===== src/design/itrs_pkg.sv =====
// How it works
// RULE1: per-input polarity, 0 open, 1 closed
// RULE2: forward terminal polarity bit, default 0
// RULE3: normally-open: closed contact means asserted
// RULE4: normally-closed: open contact means asserted
// RULE5: reset-function input never inverted
// RULE6: code 0 forward run, code 1 reverse
// RULE7: forward alone runs forward, else stop
// RULE8: reverse alone runs reverse, else stop
// RULE9: forward and reverse together decode stop
// RULE10: closed-polarity run input open means running
// RULE11: codes 2 to 5 pick speed bits
// RULE12: four speed bits form index 0-15
// RULE13: index 1-15 selects stored preset frequency
// RULE14: index 0 selects operator or analog reference
// RULE15: each input has selector 0 to 40; the code stores any written 6-bit value, 0 to 63
// RULE16: inputs synchronised before polarity and decode
package itrs_pkg;

  localparam int unsigned NTERM   = 9;
  localparam int unsigned FWD_IDX = 8;
  localparam int unsigned FSEL_W  = 6;
  localparam int unsigned FREQ_W  = 16;
  localparam int unsigned NPRESET = 16;
  localparam int unsigned AW      = 8;

  localparam logic [FSEL_W-1:0] FN_FORWARD_RUN  = 6'h00;
  localparam logic [FSEL_W-1:0] FN_BACKWARD_RUN = 6'h01;
  localparam logic [FSEL_W-1:0] FN_SPEED_BIT0   = 6'h02;
  localparam logic [FSEL_W-1:0] FN_SPEED_BIT1   = 6'h03;
  localparam logic [FSEL_W-1:0] FN_SPEED_BIT2   = 6'h04;
  localparam logic [FSEL_W-1:0] FN_SPEED_BIT3   = 6'h05;
  localparam logic [FSEL_W-1:0] FN_RESET        = 6'h11;

  // selector reset values, terminal 1 in the low slot, forward terminal on top
  localparam logic [NTERM*FSEL_W-1:0] FUNC_RST = {6'h00, 6'h01, 6'h02, 6'h03, 6'h09,
                                                  6'h0b, 6'h06, 6'h10, 6'h11};
  localparam logic [NTERM-1:0]        POL_RST  = 9'h000;
  localparam logic                    SRC_RST  = 1'b0;
  localparam logic [FREQ_W-1:0]       FREQ_RST = 16'h0000;

  localparam logic [AW-1:0] OFS_POLARITY = 8'h00;
  localparam logic [AW-1:0] OFS_SOURCE   = 8'h04;
  localparam logic [AW-1:0] OFS_STATUS   = 8'h08;
  localparam logic [AW-1:0] OFS_FREQREF  = 8'h0c;
  localparam logic [AW-1:0] OFS_OPERFREQ = 8'h10;
  localparam logic [AW-1:0] OFS_FWDFUNC  = 8'h14;
  localparam logic [AW-1:0] OFS_FUNC     = 8'h20;
  localparam logic [AW-1:0] OFS_PRESET   = 8'h40;

  localparam int unsigned ST_RUN_LSB = 0;
  localparam int unsigned ST_IDX_LSB = 4;
  localparam int unsigned ST_RST_BIT = 8;
  localparam int unsigned ST_ACT_LSB = 16;

  typedef enum logic [1:0] {
    RUN_STOP     = 2'b00,
    RUN_FORWARD  = 2'b01,
    RUN_BACKWARD = 2'b10
  } itrs_run_e;

  typedef struct packed {
    logic       fwd_req;
    logic       rev_req;
    logic [3:0] speed_idx;
    logic       reset_req;
  } itrs_cmd_s;

endpackage : itrs_pkg


===== src/design/itrs_term_sync.sv =====
`timescale 1ns/1ps
module itrs_term_sync
  import itrs_pkg::*;
(
  input  wire logic             pclk,
  input  wire logic             presetn,
  input  wire logic             ce,
  input  wire logic [NTERM-1:0] raw,
  output logic      [NTERM-1:0] level
);

  logic [NTERM-1:0] s1_q;
  logic [NTERM-1:0] s2_q;
  logic [NTERM-1:0] s3_q;
  logic [NTERM-1:0] level_q;
  logic [NTERM-1:0] level_d;
  wire  [NTERM-1:0] agree = ~(s2_q ^ s3_q);

  // RULE16 agree filter
  assign level_d = (agree & s3_q) | (~agree & level_q);
  assign level   = level_q;

  // s1 feeds s2 only; a bit counts once two later stages agree
  always_ff @(posedge pclk or negedge presetn) begin
    if (!presetn) begin
      s1_q    <= '0;
      s2_q    <= '0;
      s3_q    <= '0;
      level_q <= '0;
    end else if (ce) begin
      s1_q    <= raw;
      s2_q    <= s1_q;
      s3_q    <= s2_q;
      level_q <= level_d;
    end
  end
endmodule : itrs_term_sync


===== src/design/itrs_cmd_decode.sv =====
`timescale 1ns/1ps
module itrs_cmd_decode
  import itrs_pkg::*;
(
  input  wire logic [NTERM-1:0]        level,
  input  wire logic [NTERM-1:0]        pol,
  input  wire logic [NTERM*FSEL_W-1:0] func,
  output logic      [NTERM-1:0]        active,
  output itrs_cmd_s                    cmd
);

  // any asserted input carrying the given function code
  function automatic logic fn_hits(input logic [NTERM*FSEL_W-1:0] f,
                                   input logic [NTERM-1:0]        a,
                                   input logic [FSEL_W-1:0]       code);
    logic hit;
    hit = 1'b0;
    for (int i = 0; i < NTERM; i++) begin
      hit = hit | (a[i] & (f[i*FSEL_W +: FSEL_W] == code));
    end
    return hit;
  endfunction : fn_hits

  logic [NTERM-1:0] is_reset;
  logic [NTERM-1:0] eff_pol;

  for (genvar g = 0; g < NTERM; g++) begin : g_term
    assign is_reset[g] = (func[g*FSEL_W +: FSEL_W] == FN_RESET);
  end

  // RULE5 reset stays open-type
  assign eff_pol = pol & ~is_reset;
  // RULE3 RULE4 RULE10 polarity apply
  assign active  = level ^ eff_pol;

  // RULE6 RULE15 run code match
  assign cmd.fwd_req      = fn_hits(func, active, FN_FORWARD_RUN);
  assign cmd.rev_req      = fn_hits(func, active, FN_BACKWARD_RUN);
  // RULE11 RULE12 speed bits
  assign cmd.speed_idx[0] = fn_hits(func, active, FN_SPEED_BIT0);
  assign cmd.speed_idx[1] = fn_hits(func, active, FN_SPEED_BIT1);
  assign cmd.speed_idx[2] = fn_hits(func, active, FN_SPEED_BIT2);
  assign cmd.speed_idx[3] = fn_hits(func, active, FN_SPEED_BIT3);
  assign cmd.reset_req    = fn_hits(func, active, FN_RESET);

endmodule : itrs_cmd_decode


===== src/design/itrs_top.sv =====
`timescale 1ns/1ps
module itrs_top
  import itrs_pkg::*;
(
  input  wire logic              pclk,
  input  wire logic              presetn,
  input  wire logic              ce,
  input  wire logic              psel,
  input  wire logic              penable,
  input  wire logic              pwrite,
  input  wire logic [AW-1:0]     paddr,
  input  wire logic [31:0]       pwdata,
  output logic      [31:0]       prdata,
  output logic                   pready,
  output logic                   pslverr,
  input  wire logic [NTERM-1:0]  terminal_closed,
  input  wire logic [FREQ_W-1:0] analog_freq_in,
  output itrs_run_e              run_state,
  output logic      [3:0]        speed_index,
  output logic      [FREQ_W-1:0] freq_ref,
  output logic                   reset_cmd,
  output logic      [NTERM-1:0]  terminal_active
);

  ////////////////////////////////////////////////////////////////////////////////
  // state

  logic [NTERM-1:0]        pol_q;
  logic                    src_q;
  logic [FREQ_W-1:0]       oper_q;
  logic [NTERM*FSEL_W-1:0] func_q;
  logic [FREQ_W-1:0]       preset_q [NPRESET];
  logic                    pready_q;
  logic [31:0]             prdata_q;
  logic                    pslverr_q;
  itrs_run_e               run_q;
  itrs_run_e               run_d;
  logic [3:0]              idx_q;
  logic [FREQ_W-1:0]       freq_q;
  logic [FREQ_W-1:0]       freq_d;
  logic                    rst_q;
  logic [NTERM-1:0]        act_q;

  logic [NTERM-1:0]        level;
  logic [NTERM-1:0]        active;
  itrs_cmd_s               cmd;

  ////////////////////////////////////////////////////////////////////////////////
  // terminal path

  // RULE16 synchronise pins
  itrs_term_sync u_sync (
    .pclk    (pclk),
    .presetn (presetn),
    .ce      (ce),
    .raw     (terminal_closed),
    .level   (level)
  );

  itrs_cmd_decode u_dec (
    .level  (level),
    .pol    (pol_q),
    .func   (func_q),
    .active (active),
    .cmd    (cmd)
  );

  // RULE7 RULE8 RULE9 run decode
  assign run_d = (cmd.fwd_req && !cmd.rev_req) ? RUN_FORWARD  :
                 (cmd.rev_req && !cmd.fwd_req) ? RUN_BACKWARD : RUN_STOP;

  // RULE13 RULE14 reference select
  assign freq_d = (idx_q != 4'h0) ? preset_q[idx_q] :
                  (src_q ? analog_freq_in : oper_q);

  always_ff @(posedge pclk or negedge presetn) begin
    if (!presetn) begin
      run_q  <= RUN_STOP;
      idx_q  <= 4'h0;
      freq_q <= FREQ_RST;
      rst_q  <= 1'b0;
      act_q  <= '0;
    end else if (ce) begin
      run_q  <= run_d;
      idx_q  <= cmd.speed_idx;
      freq_q <= freq_d;
      rst_q  <= cmd.reset_req;
      act_q  <= active;
    end
  end

  ////////////////////////////////////////////////////////////////////////////////
  // apb slave, one wait state on every transfer
  // the wait state lets read data come from a flop; zero-wait reads would need it combinational

  wire acc_done  = psel & penable & pready_q;
  wire wr_en     = acc_done & pwrite;
  wire pready_d  = psel & penable & ~pready_q;
  wire hit_pol   = (paddr == OFS_POLARITY);
  wire hit_src   = (paddr == OFS_SOURCE);
  wire hit_stat  = (paddr == OFS_STATUS);
  wire hit_fref  = (paddr == OFS_FREQREF);
  wire hit_oper  = (paddr == OFS_OPERFREQ);
  wire hit_ffwd  = (paddr == OFS_FWDFUNC);
  wire hit_func  = (paddr[AW-1:5] == OFS_FUNC[AW-1:5]) && (paddr[1:0] == 2'b00);
  // preset slot 0 is never used: index 0 takes the main reference
  wire hit_pre   = (paddr[AW-1:6] == OFS_PRESET[AW-1:6]) && (paddr[5:2] != 4'h0)
                   && (paddr[1:0] == 2'b00);
  wire [2:0] fsel_idx = paddr[4:2];
  wire [3:0] pre_idx  = paddr[5:2];
  wire       mapped   = hit_pol | hit_src | hit_stat | hit_fref | hit_oper | hit_ffwd
                        | hit_func | hit_pre;

  logic [31:0] status_word;
  logic [31:0] rd_data;

  assign status_word = (32'(run_q) << ST_RUN_LSB) | (32'(idx_q) << ST_IDX_LSB)
                     | (32'(rst_q) << ST_RST_BIT) | (32'(act_q) << ST_ACT_LSB);

  assign rd_data = hit_pol  ? 32'(pol_q)  :
                   hit_src  ? 32'(src_q)  :
                   hit_stat ? status_word :
                   hit_fref ? 32'(freq_q) :
                   hit_oper ? 32'(oper_q) :
                   hit_ffwd ? 32'(func_q[FWD_IDX*FSEL_W +: FSEL_W]) :
                   hit_func ? 32'(func_q[fsel_idx*FSEL_W +: FSEL_W]) :
                   hit_pre  ? 32'(preset_q[pre_idx]) : 32'h0000_0000;

  always_ff @(posedge pclk or negedge presetn) begin
    if (!presetn) begin
      pready_q  <= 1'b0;
      prdata_q  <= 32'h0000_0000;
      pslverr_q <= 1'b0;
    end else if (ce) begin
      pready_q  <= pready_d;
      prdata_q  <= (pready_d && !pwrite) ? rd_data : 32'h0000_0000;
      pslverr_q <= pready_d & ~mapped;
    end
  end

  ////////////////////////////////////////////////////////////////////////////////
  // configuration registers

  always_ff @(posedge pclk or negedge presetn) begin
    if (!presetn) begin
      pol_q  <= POL_RST;
      src_q  <= SRC_RST;
      oper_q <= FREQ_RST;
      func_q <= FUNC_RST;
    end else if (ce && wr_en) begin
      // RULE1 RULE2 polarity write
      if (hit_pol) begin
        pol_q <= pwdata[NTERM-1:0];
      end
      if (hit_src) begin
        src_q <= pwdata[0];
      end
      if (hit_oper) begin
        oper_q <= pwdata[FREQ_W-1:0];
      end
      // RULE15 selector write
      if (hit_ffwd) begin
        func_q[FWD_IDX*FSEL_W +: FSEL_W] <= pwdata[FSEL_W-1:0];
      end
      if (hit_func) begin
        func_q[fsel_idx*FSEL_W +: FSEL_W] <= pwdata[FSEL_W-1:0];
      end
    end
  end

  // RULE13 preset storage
  always_ff @(posedge pclk or negedge presetn) begin
    if (!presetn) begin
      for (int i = 0; i < NPRESET; i++) begin
        preset_q[i] <= FREQ_RST;
      end
    end else if (ce && wr_en && hit_pre) begin
      preset_q[pre_idx] <= pwdata[FREQ_W-1:0];
    end
  end

  ////////////////////////////////////////////////////////////////////////////////
  // outputs

  assign prdata          = prdata_q;
  assign pready          = pready_q;
  assign pslverr         = pslverr_q;
  assign run_state       = run_q;
  assign speed_index     = idx_q;
  assign freq_ref        = freq_q;
  assign reset_cmd       = rst_q;
  assign terminal_active = act_q;

  // helpers so that $past sees a plain signal, not an indexed preset_q entry or a pwdata slice
  logic [FREQ_W-1:0] pre_pick;
  logic [NTERM-1:0]  wr_pol;
  logic [FREQ_W-1:0] wr_freq;

  assign pre_pick = preset_q[idx_q];
  assign wr_pol   = pwdata[NTERM-1:0];
  assign wr_freq  = pwdata[FREQ_W-1:0];
endmodule : itrs_top


===== config.mk =====
export PLATFORM = sky130hd
export DESIGN_NAME = itrs_top
export DESIGN_NICKNAME = d
export VERILOG_FILES = /design/src/design/itrs_pkg.sv /design/src/design/itrs_term_sync.sv /design/src/design/itrs_cmd_decode.sv /design/src/design/itrs_top.sv
export SDC_FILE = /design/constraint.sdc
export NUM_CORES = 1
export LEC_CHECK = 0
export BUFFER_PORTS_ARGS = -buffer_cell sky130_fd_sc_hd__clkbuf_2
export CAP_MARGIN = 15
export CORE_ASPECT_RATIO = 0.6
export CORE_MARGIN = 2
export CORE_UTILIZATION = 60
export DETAILED_ROUTE_END_ITERATION = 12
export PLACE_DENSITY = 0.89
export SYNTH_ARGS = -nofsm -noshare
export SYNTH_HDL_FRONTEND = slang
export SYNTH_HIERARCHICAL = 1
export SYNTH_SLANG_ARGS = --single-unit

===== constraint.sdc =====
create_clock -name pclk -period 5.65 [get_ports pclk]
set_input_delay 0.565 -clock pclk [delete_from_list [all_inputs] [get_ports pclk]]
set_output_delay 0.565 -clock pclk [all_outputs]
set_load 0.03 [all_outputs]

==> results of run 1 <==
layout make-up:
cell class                 instances  area share [%]
multi-input combinational       1282            46.6
sequential                       431            41.4
clock buffer                      57            4.47
timing repair buffer             141            3.24
tap                              522            2.50
clock inverter                    17            1.01
inverter                          55           0.790
antenna                            1         0.00958
power by group through the flow:
| stage | Clock [µW] | Sequential (µW) | Combinational [µW] |
|---|---|---|---|
| final | 2980 | 3340 | 1110 |
| after global routing | 3110 | 3360 | 1170 |
| after CTS | 2990 | 3340 | 1080 |
| after detailed placement | 0 | 3400 | 1070 |
| after global placement | 0 | 3390 | 1040 |
| after floorplan | 0 | 3470 | 586 |
Yosys cell counts (6+ instances only):
cell         n  area share [%]
dfrtp_1    417              44
mux2_2     332              16
mux4_2     142              13
nand2_1    102             1.6
clkbuf_1    90             1.4
nor2_1      72             1.1
o21ai_0     59             1.2
mux2i_1     56             2.3
a21oi_1     53             1.1
inv_1       52            0.82
nand3_1     44            0.92
nor3_1      42            0.88
buf_2       29            0.61
xnor2_1     25            0.91
o22ai_1     22            0.58
nand2b_1    21            0.55
nor2b_1     20            0.52
a211oi_1    19            0.60
a22o_1      19            0.70
nor4_1      17            0.44
buf_1       16            0.25
a31oi_1     14            0.37
buf_4       14            0.44
dfstp_2     14             1.5
nand4_1     14            0.37
mux2_1      13            0.61
nor4b_1     13            0.48
and3_1      12            0.31
buf_6       10            0.47
a21o_1       9            0.28
or4_1        9            0.28
a2111oi_0    8            0.29
ha_1         8            0.42
o32ai_1      8            0.29
a221oi_1     6            0.22
and2_1       6            0.16
nand3b_1     6            0.19
nor3_2       6            0.25
or2_2        6            0.16
or3_1        6            0.16
metal layers:
| metal | share of wire [%] | vias up |
|---|---|---|
| li1 | - | 7296 |
| met1 | 40 | 9175 |
| met2 | 42 | 1289 |
| met3 | 15 | 180 |
| met4 | 2.8 | 0 |
| met5 | 0 | - |
worst max-delay path: stages:
cell,delay [ns]
buf_6,0.53
inv_1,0.46
ha_1,1.10
nand2b_1,0.14
a311oi_1,0.34
o21bai_1,0.31
nor4_1,0.65
a41oi_1,0.19
o21ai_0,0.13
sequential cells by signal, summed over array words and instances, names as in the netlist, 2 cells and up, named ones only:
name	cells
terminal_active	9
pol_q	9
prdata	25
freq_ref	16
u_sync/s2_q	9
speed_index	4
run_state	2
oper_q	16
preset_q	256
u_sync/s1_q	9
u_sync/s3_q	9
func_q	54
cell families (layout without fill, tap and decap cells):
family | after synthesis | in the layout | synth area share, %
muxes | 543 | 543 | 31.9
and+or+nand+nor | 432 | 432 | 9.94
DFF | 431 | 431 | 45.1
AOI/OAI and AO/OA | 264 | 264 | 7.36
buffers and inverters | 215 | 270 | 4.10
xor gates and xnor gates | 27 | 27 | 0.988
adders and majority gates | 9 | 9 | 0.502
other | 1 | 8 | 0.0157
worst paths after layout:
path	end	startpoint	slack [ns]	depth (start not counted)
worst max-delay path	func_q[48]	paddr[2]	1.62	9
worst min-delay path	func_q[44]	presetn	0.04	1
worst max register to register	freq_ref[5]	speed_index[0]	2.34	5
worst min register to register	preset_q[241]	preset_q[241]	0.38	0
max in group asynchronous	preset_q[218]	presetn	4.13	2
min in group pclk	u_sync/s1_q[6]	terminal_closed[6]	0.23	2
stage by stage:
stage	instances	hold WS, ns	total power [µW]	cell area (µm²)	setup slack, ns
after detailed placement	2429	0.363	4460	24700	1.25
after CTS	2503	0.0861	7400	26100	1.84
after global routing	2506	0.120	7640	26100	1.36
after floorplan	1928	0.269	4050	24000	1.98
after global placement	2429	0.360	4430	24700	1.34
final	2506	0.0369	7430	26100	1.62
==> run metrics, run 1 <==
Comb power frac=14.9%; share of cells above drive strength 1=36.6%; Post-synth top flop=dfrtp_1; Sw Pwr=between 2000 and 2500 µW; Leakage Power=~0.012 µW; Net Sw Frac=28.7%; Final Max Tran Viols=0; post-DP HPWL=48.8 mm; Yosys cell types=83; DR WL/cell=28.9 µm; Clock power frac=40.1%; GR Util met1=between 50% and 60%; outcome=complete, no violations; DIE HEIGHT=159 µm; average size of a mapped cell=around 12 µm²; Util after Layout=approximately 67%; register share of total power=45.0%; commonest cells after routing, fill and taps aside=dfrtp_1, mux2_2, mux4_2; Clock Skews=around 0.030 ns; final WL=just over 70 mm; Register Area=10,800 µm²; commonest non-fill, non-tap cell in the layout=dfrtp_1; RSZ-0062 raised after global routing=no; io pins=137; post-synthesis sequential area ratio=roughly 45%; Async SR Flop Fraction=100%; Routed Antenna Nets=0; Internal Power=5300 µW; GRT Util Overall=a little over a third; Port Buf Inserts=approximately 110; Post-CTS Hold Fix Bufs=0; Yosys reg bits=431; clk slew on worst S/H paths=roughly 0.070 ns; Tmin final=a little over 4 ns; GRT Max-Usage Layer=met1; global route overflow=0; Worst EP required=approximately 6.1 ns; initial core utilization=61.1%; DRC Markers=0; Vias=between 15k and 20k; drt via density=7.16; fmax=248 MHz; CTS Sinks=431; setup tns final=0 ns; Longest Clk Path Bufs=3; final setup fails=0; pwr dens=285 nW/µm²; Die Wd=~260 µm; Max Cap Violations=0; antenna violations before repair=1; routability congestion estimate=approximately 1; period utilization=between 70% and 80%; clk_lat worst skew=0.58 ns; layout net count=2,032; CP Launch Type=input port; WS Path Type=in2reg; Setup Buffers After CTS=0; CP max FO=73; Area Growth Syn to Fin=9.17%; GR Util met2=49.4%; core area=39,200 µm²; Slew HR=14.3%; largest net degree at the start of global routing=171; global-route wire length before repair=109 mm; placement row count=56; Pre-antenna DRT Iters=9; H-tree depth=2; Slew @ Worst Pin=between 1 and 1.5 ns; EDFF count, synth=0; Cells after Synth=1,922; multi-input logic area=~12,000 µm²; DR iter-0 viols=2,547; VDD IR max=around 0.21 mV; met3 usage=15.0%; final hold vios=0; PostCTS Resize Cnt=0; CP Capture Type=flop; Tightest Hold Check Type=in2async; critical path data arrival time=between 4 and 5 ns; fill cell count=2,654; CTS tree=done; CTS Buf Count=41; Netlist Area Pre-Place=23,900 µm²; vias in the first global route=17.5k; die footprint=~42,000 µm²; number of warnings printed during yosys synthesis=6; clock root cell=clkbuf_16
(Power assumes the default switching activity.)
==> run 2, diff against run 1 <==
- CORE_UTILIZATION: 60 -> 56
- PLACE_DENSITY: 0.89 -> 0.87
- clock period: 5.65 -> 3.7 ns (I/O delays scaled with it)
==> run 2 against run 1 <==
  * Global-route usage fell by 0.67 points
  * Via count rose by 2.0%
  * Non-clock buffer count rose by 48
  * Combinational power rose by 54%
  * Register-to-register slack got worse by 1.4 ns
  * Critical path depth fell by 1
  * Hold slack got worse by 0.0034 ns
  * Die area rose by 7.0%
  * Power rose by 53%
  * Flip-flop and latch count did not move
  * Sequential power rose by 54%
  * Cell area rose by 1.8%
  * Critical path type unchanged
  * Highest routed layer is now met5
==> run metrics, run 2 (synthesis results as in run 1) <==
DIE HEIGHT=164 µm (was 159 µm); share of cells above drive strength 1=37.9% (was 36.6%); PostCTS Resize Cnt=0 (unchanged); Pre-antenna DRT Iters=8 (was 9); Crit. Startpoint=paddr[2] (unchanged); initial core utilization=57.0% (was 61.1%); io pins=137 (unchanged); CTS Sinks=431 (unchanged); critical path's largest stage delay=0.94 ns (was 1.10 ns); Clock Skews=0.0150 ns (was 0.0304 ns); Tightest Hold Check Type=in2reg (was in2async); Routed Antenna Nets=0 (unchanged); drt via density=7.02 (was 7.16); Tmin final=3.30 ns; pwr dens=426 nW/µm² (was 285 nW/µm²); global route overflow=0 (unchanged); VDD IR max=0.478 mV (was 0.210 mV); core area=42,000 µm² (was 39,200 µm²); final WL=75.9 mm (was 72.4 mm); largest net degree at the start of global routing=119 (was 171); CTS tree=done (unchanged); vias in the first global route=18.4k (was 17.5k); fill cell count=3,081 (was 2,654); Die Wd=271 µm (was 262 µm); commonest cells after routing, fill and taps aside=dfrtp_1, mux2_2, mux4_2 (unchanged); CP Capture Type=flop (unchanged); Longest Clk Path Bufs=3 (unchanged); final hold vios=0 (unchanged); post-DP HPWL=52.6 mm (was 48.8 mm); DR iter-0 viols=2,751 (was 2,547); routability congestion estimate=1.00 (was 0.980); clk_lat worst skew=0.57 ns (was 0.58 ns); Port Buf Inserts=113 (unchanged); Setup WS pre-CTS=0.252 ns (was 1.25 ns); fmax=slightly above 300 MHz; Area Growth Syn to Fin=11.1% (was 9.17%); Slew @ Worst Pin=1.04 ns (was 1.28 ns); Setup Buffers After CTS=0 (unchanged); FF-to-FF Start=speed_index[1] (was speed_index[0]); clk slew on worst S/H paths=0.06 ns (was 0.07 ns); Vias=18.3k (was 17.9k); slowest CP cell=a2111oi_0 (was ha_1); Final Max Tran Viols=0 (unchanged); WS Path Type=in2reg (unchanged); FF-to-FF setup slack=0.91 ns (was 2.34 ns); global-route wire length before repair=115 mm (was 109 mm); multi-input logic area=12,200 µm² (unchanged); CP Launch Type=input port (unchanged); period utilization=between 80% and 90%; Biggest register=preset_q (unchanged); max FFs per register=256 (unchanged); CTS Buf Count=41 (unchanged); final worst-path setup slack=0.400 ns (was 1.62 ns); Register Area=10,800 µm² (unchanged); placement row count=58 (was 56); Worst EP required=4.21 ns (was 6.12 ns); clock root cell=clkbuf_16 (unchanged); Leakage Power=0.0120 µW (was 0.0117 µW); layout net count=2,080 (was 2,032); final setup fails=0 (unchanged); crit path to=prdata[1] (was func_q[48]); R2R depth=6 (was 5); setup tns final=0 ns (unchanged); outcome=complete, no violations (unchanged); worst r2r dst=prdata[5] (was freq_ref[5]); commonest non-fill, non-tap cell in the layout=dfrtp_1 (unchanged); antenna violations before repair=6 (was 1); critical path data arrival time=3.81 ns (was 4.50 ns); GRT Util Overall=34.7% (was 35.3%); RSZ-0062 raised after global routing=no (unchanged); DRC Markers=0 (unchanged); H-tree depth=2 (unchanged); CP max FO=115 (was 73); Post-CTS Hold Fix Bufs=1 (was 0); Slew HR=29.4% (was 14.3%); die footprint=44,500 µm² (was 41,600 µm²); DR WL/cell=29.1 µm (was 28.9 µm); Max Cap Violations=0 (unchanged); worst-path cell chain=buf_6, buf_12, ha_1, nand3_1, nand2_1, a211oi_1, a2111oi_0, a2111o_1 (was buf_6, inv_1, ha_1, nand2b_1, a311oi_1, o21bai_1, nor4_1, a41oi_1, o21ai_0)
-- run 2: layer usage --
layer  part of all wire (%)  vias to the layer above  GRT usage, %
met5                  0.055                        -             0
met4                    3.1                        6          10.6
met3                     16                      228          14.7
met2                     42                     1393          49.7
met1                     39                     9278          48.1
li1                       -                     7395             -
-- run 2: layout make-up --
cell class              instances  share of cell area [%]
inverters                      55                   0.776
repair buffers                189                    4.81
diodes                          3                  0.0282
flip-flops and latches        431                    40.6
multi-input cells            1282                    45.8
clock buffers                  60                    4.39
clock inverters                15                   0.875
well taps                     570                    2.68
-- run 2: how the worst min path moves through the flow --
stage / start / cells past startpoint / to
2_1_floorplan: presetn / 0 / freq_ref[0]
3_3_place_gp: preset_q[243] / 0 / preset_q[243]
3_5_place_dp: preset_q[250] / 0 / preset_q[250]
4_1_cts: terminal_closed[7] / 2 / u_sync/s1_q[7]
5_1_grt: terminal_closed[7] / 2 / u_sync/s1_q[7]
6_report: terminal_closed[7] / 2 / u_sync/s1_q[7]
-- run 2: power by group --
| part | switching, µW | total (µW) | internal, µW |
|---|---|---|---|
| logic | 1120 | 1710 | 583 |
| registers | 265 | 5150 | 4890 |
| clock network | 1920 | 4480 | 2560 |
| total | 3300 | 11300 | 8040 |
-- run 2: worst max-delay path: cells and delay by family --
family,cells,cell delay [ns]
simple gates,2,0.69
fa+ha+maj,1,0.56
buf+inv,2,0.60
compound gates,3,1.37
-- run 2: per-stage QoR --
stage                     instance area (µm²)  power, µW  instances  hold WS [ns]  util, %
after global placement                  25100       6810       2525         0.360     59.8
after CTS                               26600      11300       2601        0.0283     63.2
after floorplan                         24000       6190       1928        0.0744        -
after global routing                    26600      11700       2604        0.0279     63.3
after detailed placement                25100       6870       2525         0.363     59.8
final                                   26600      11300       2605        0.0335     63.3
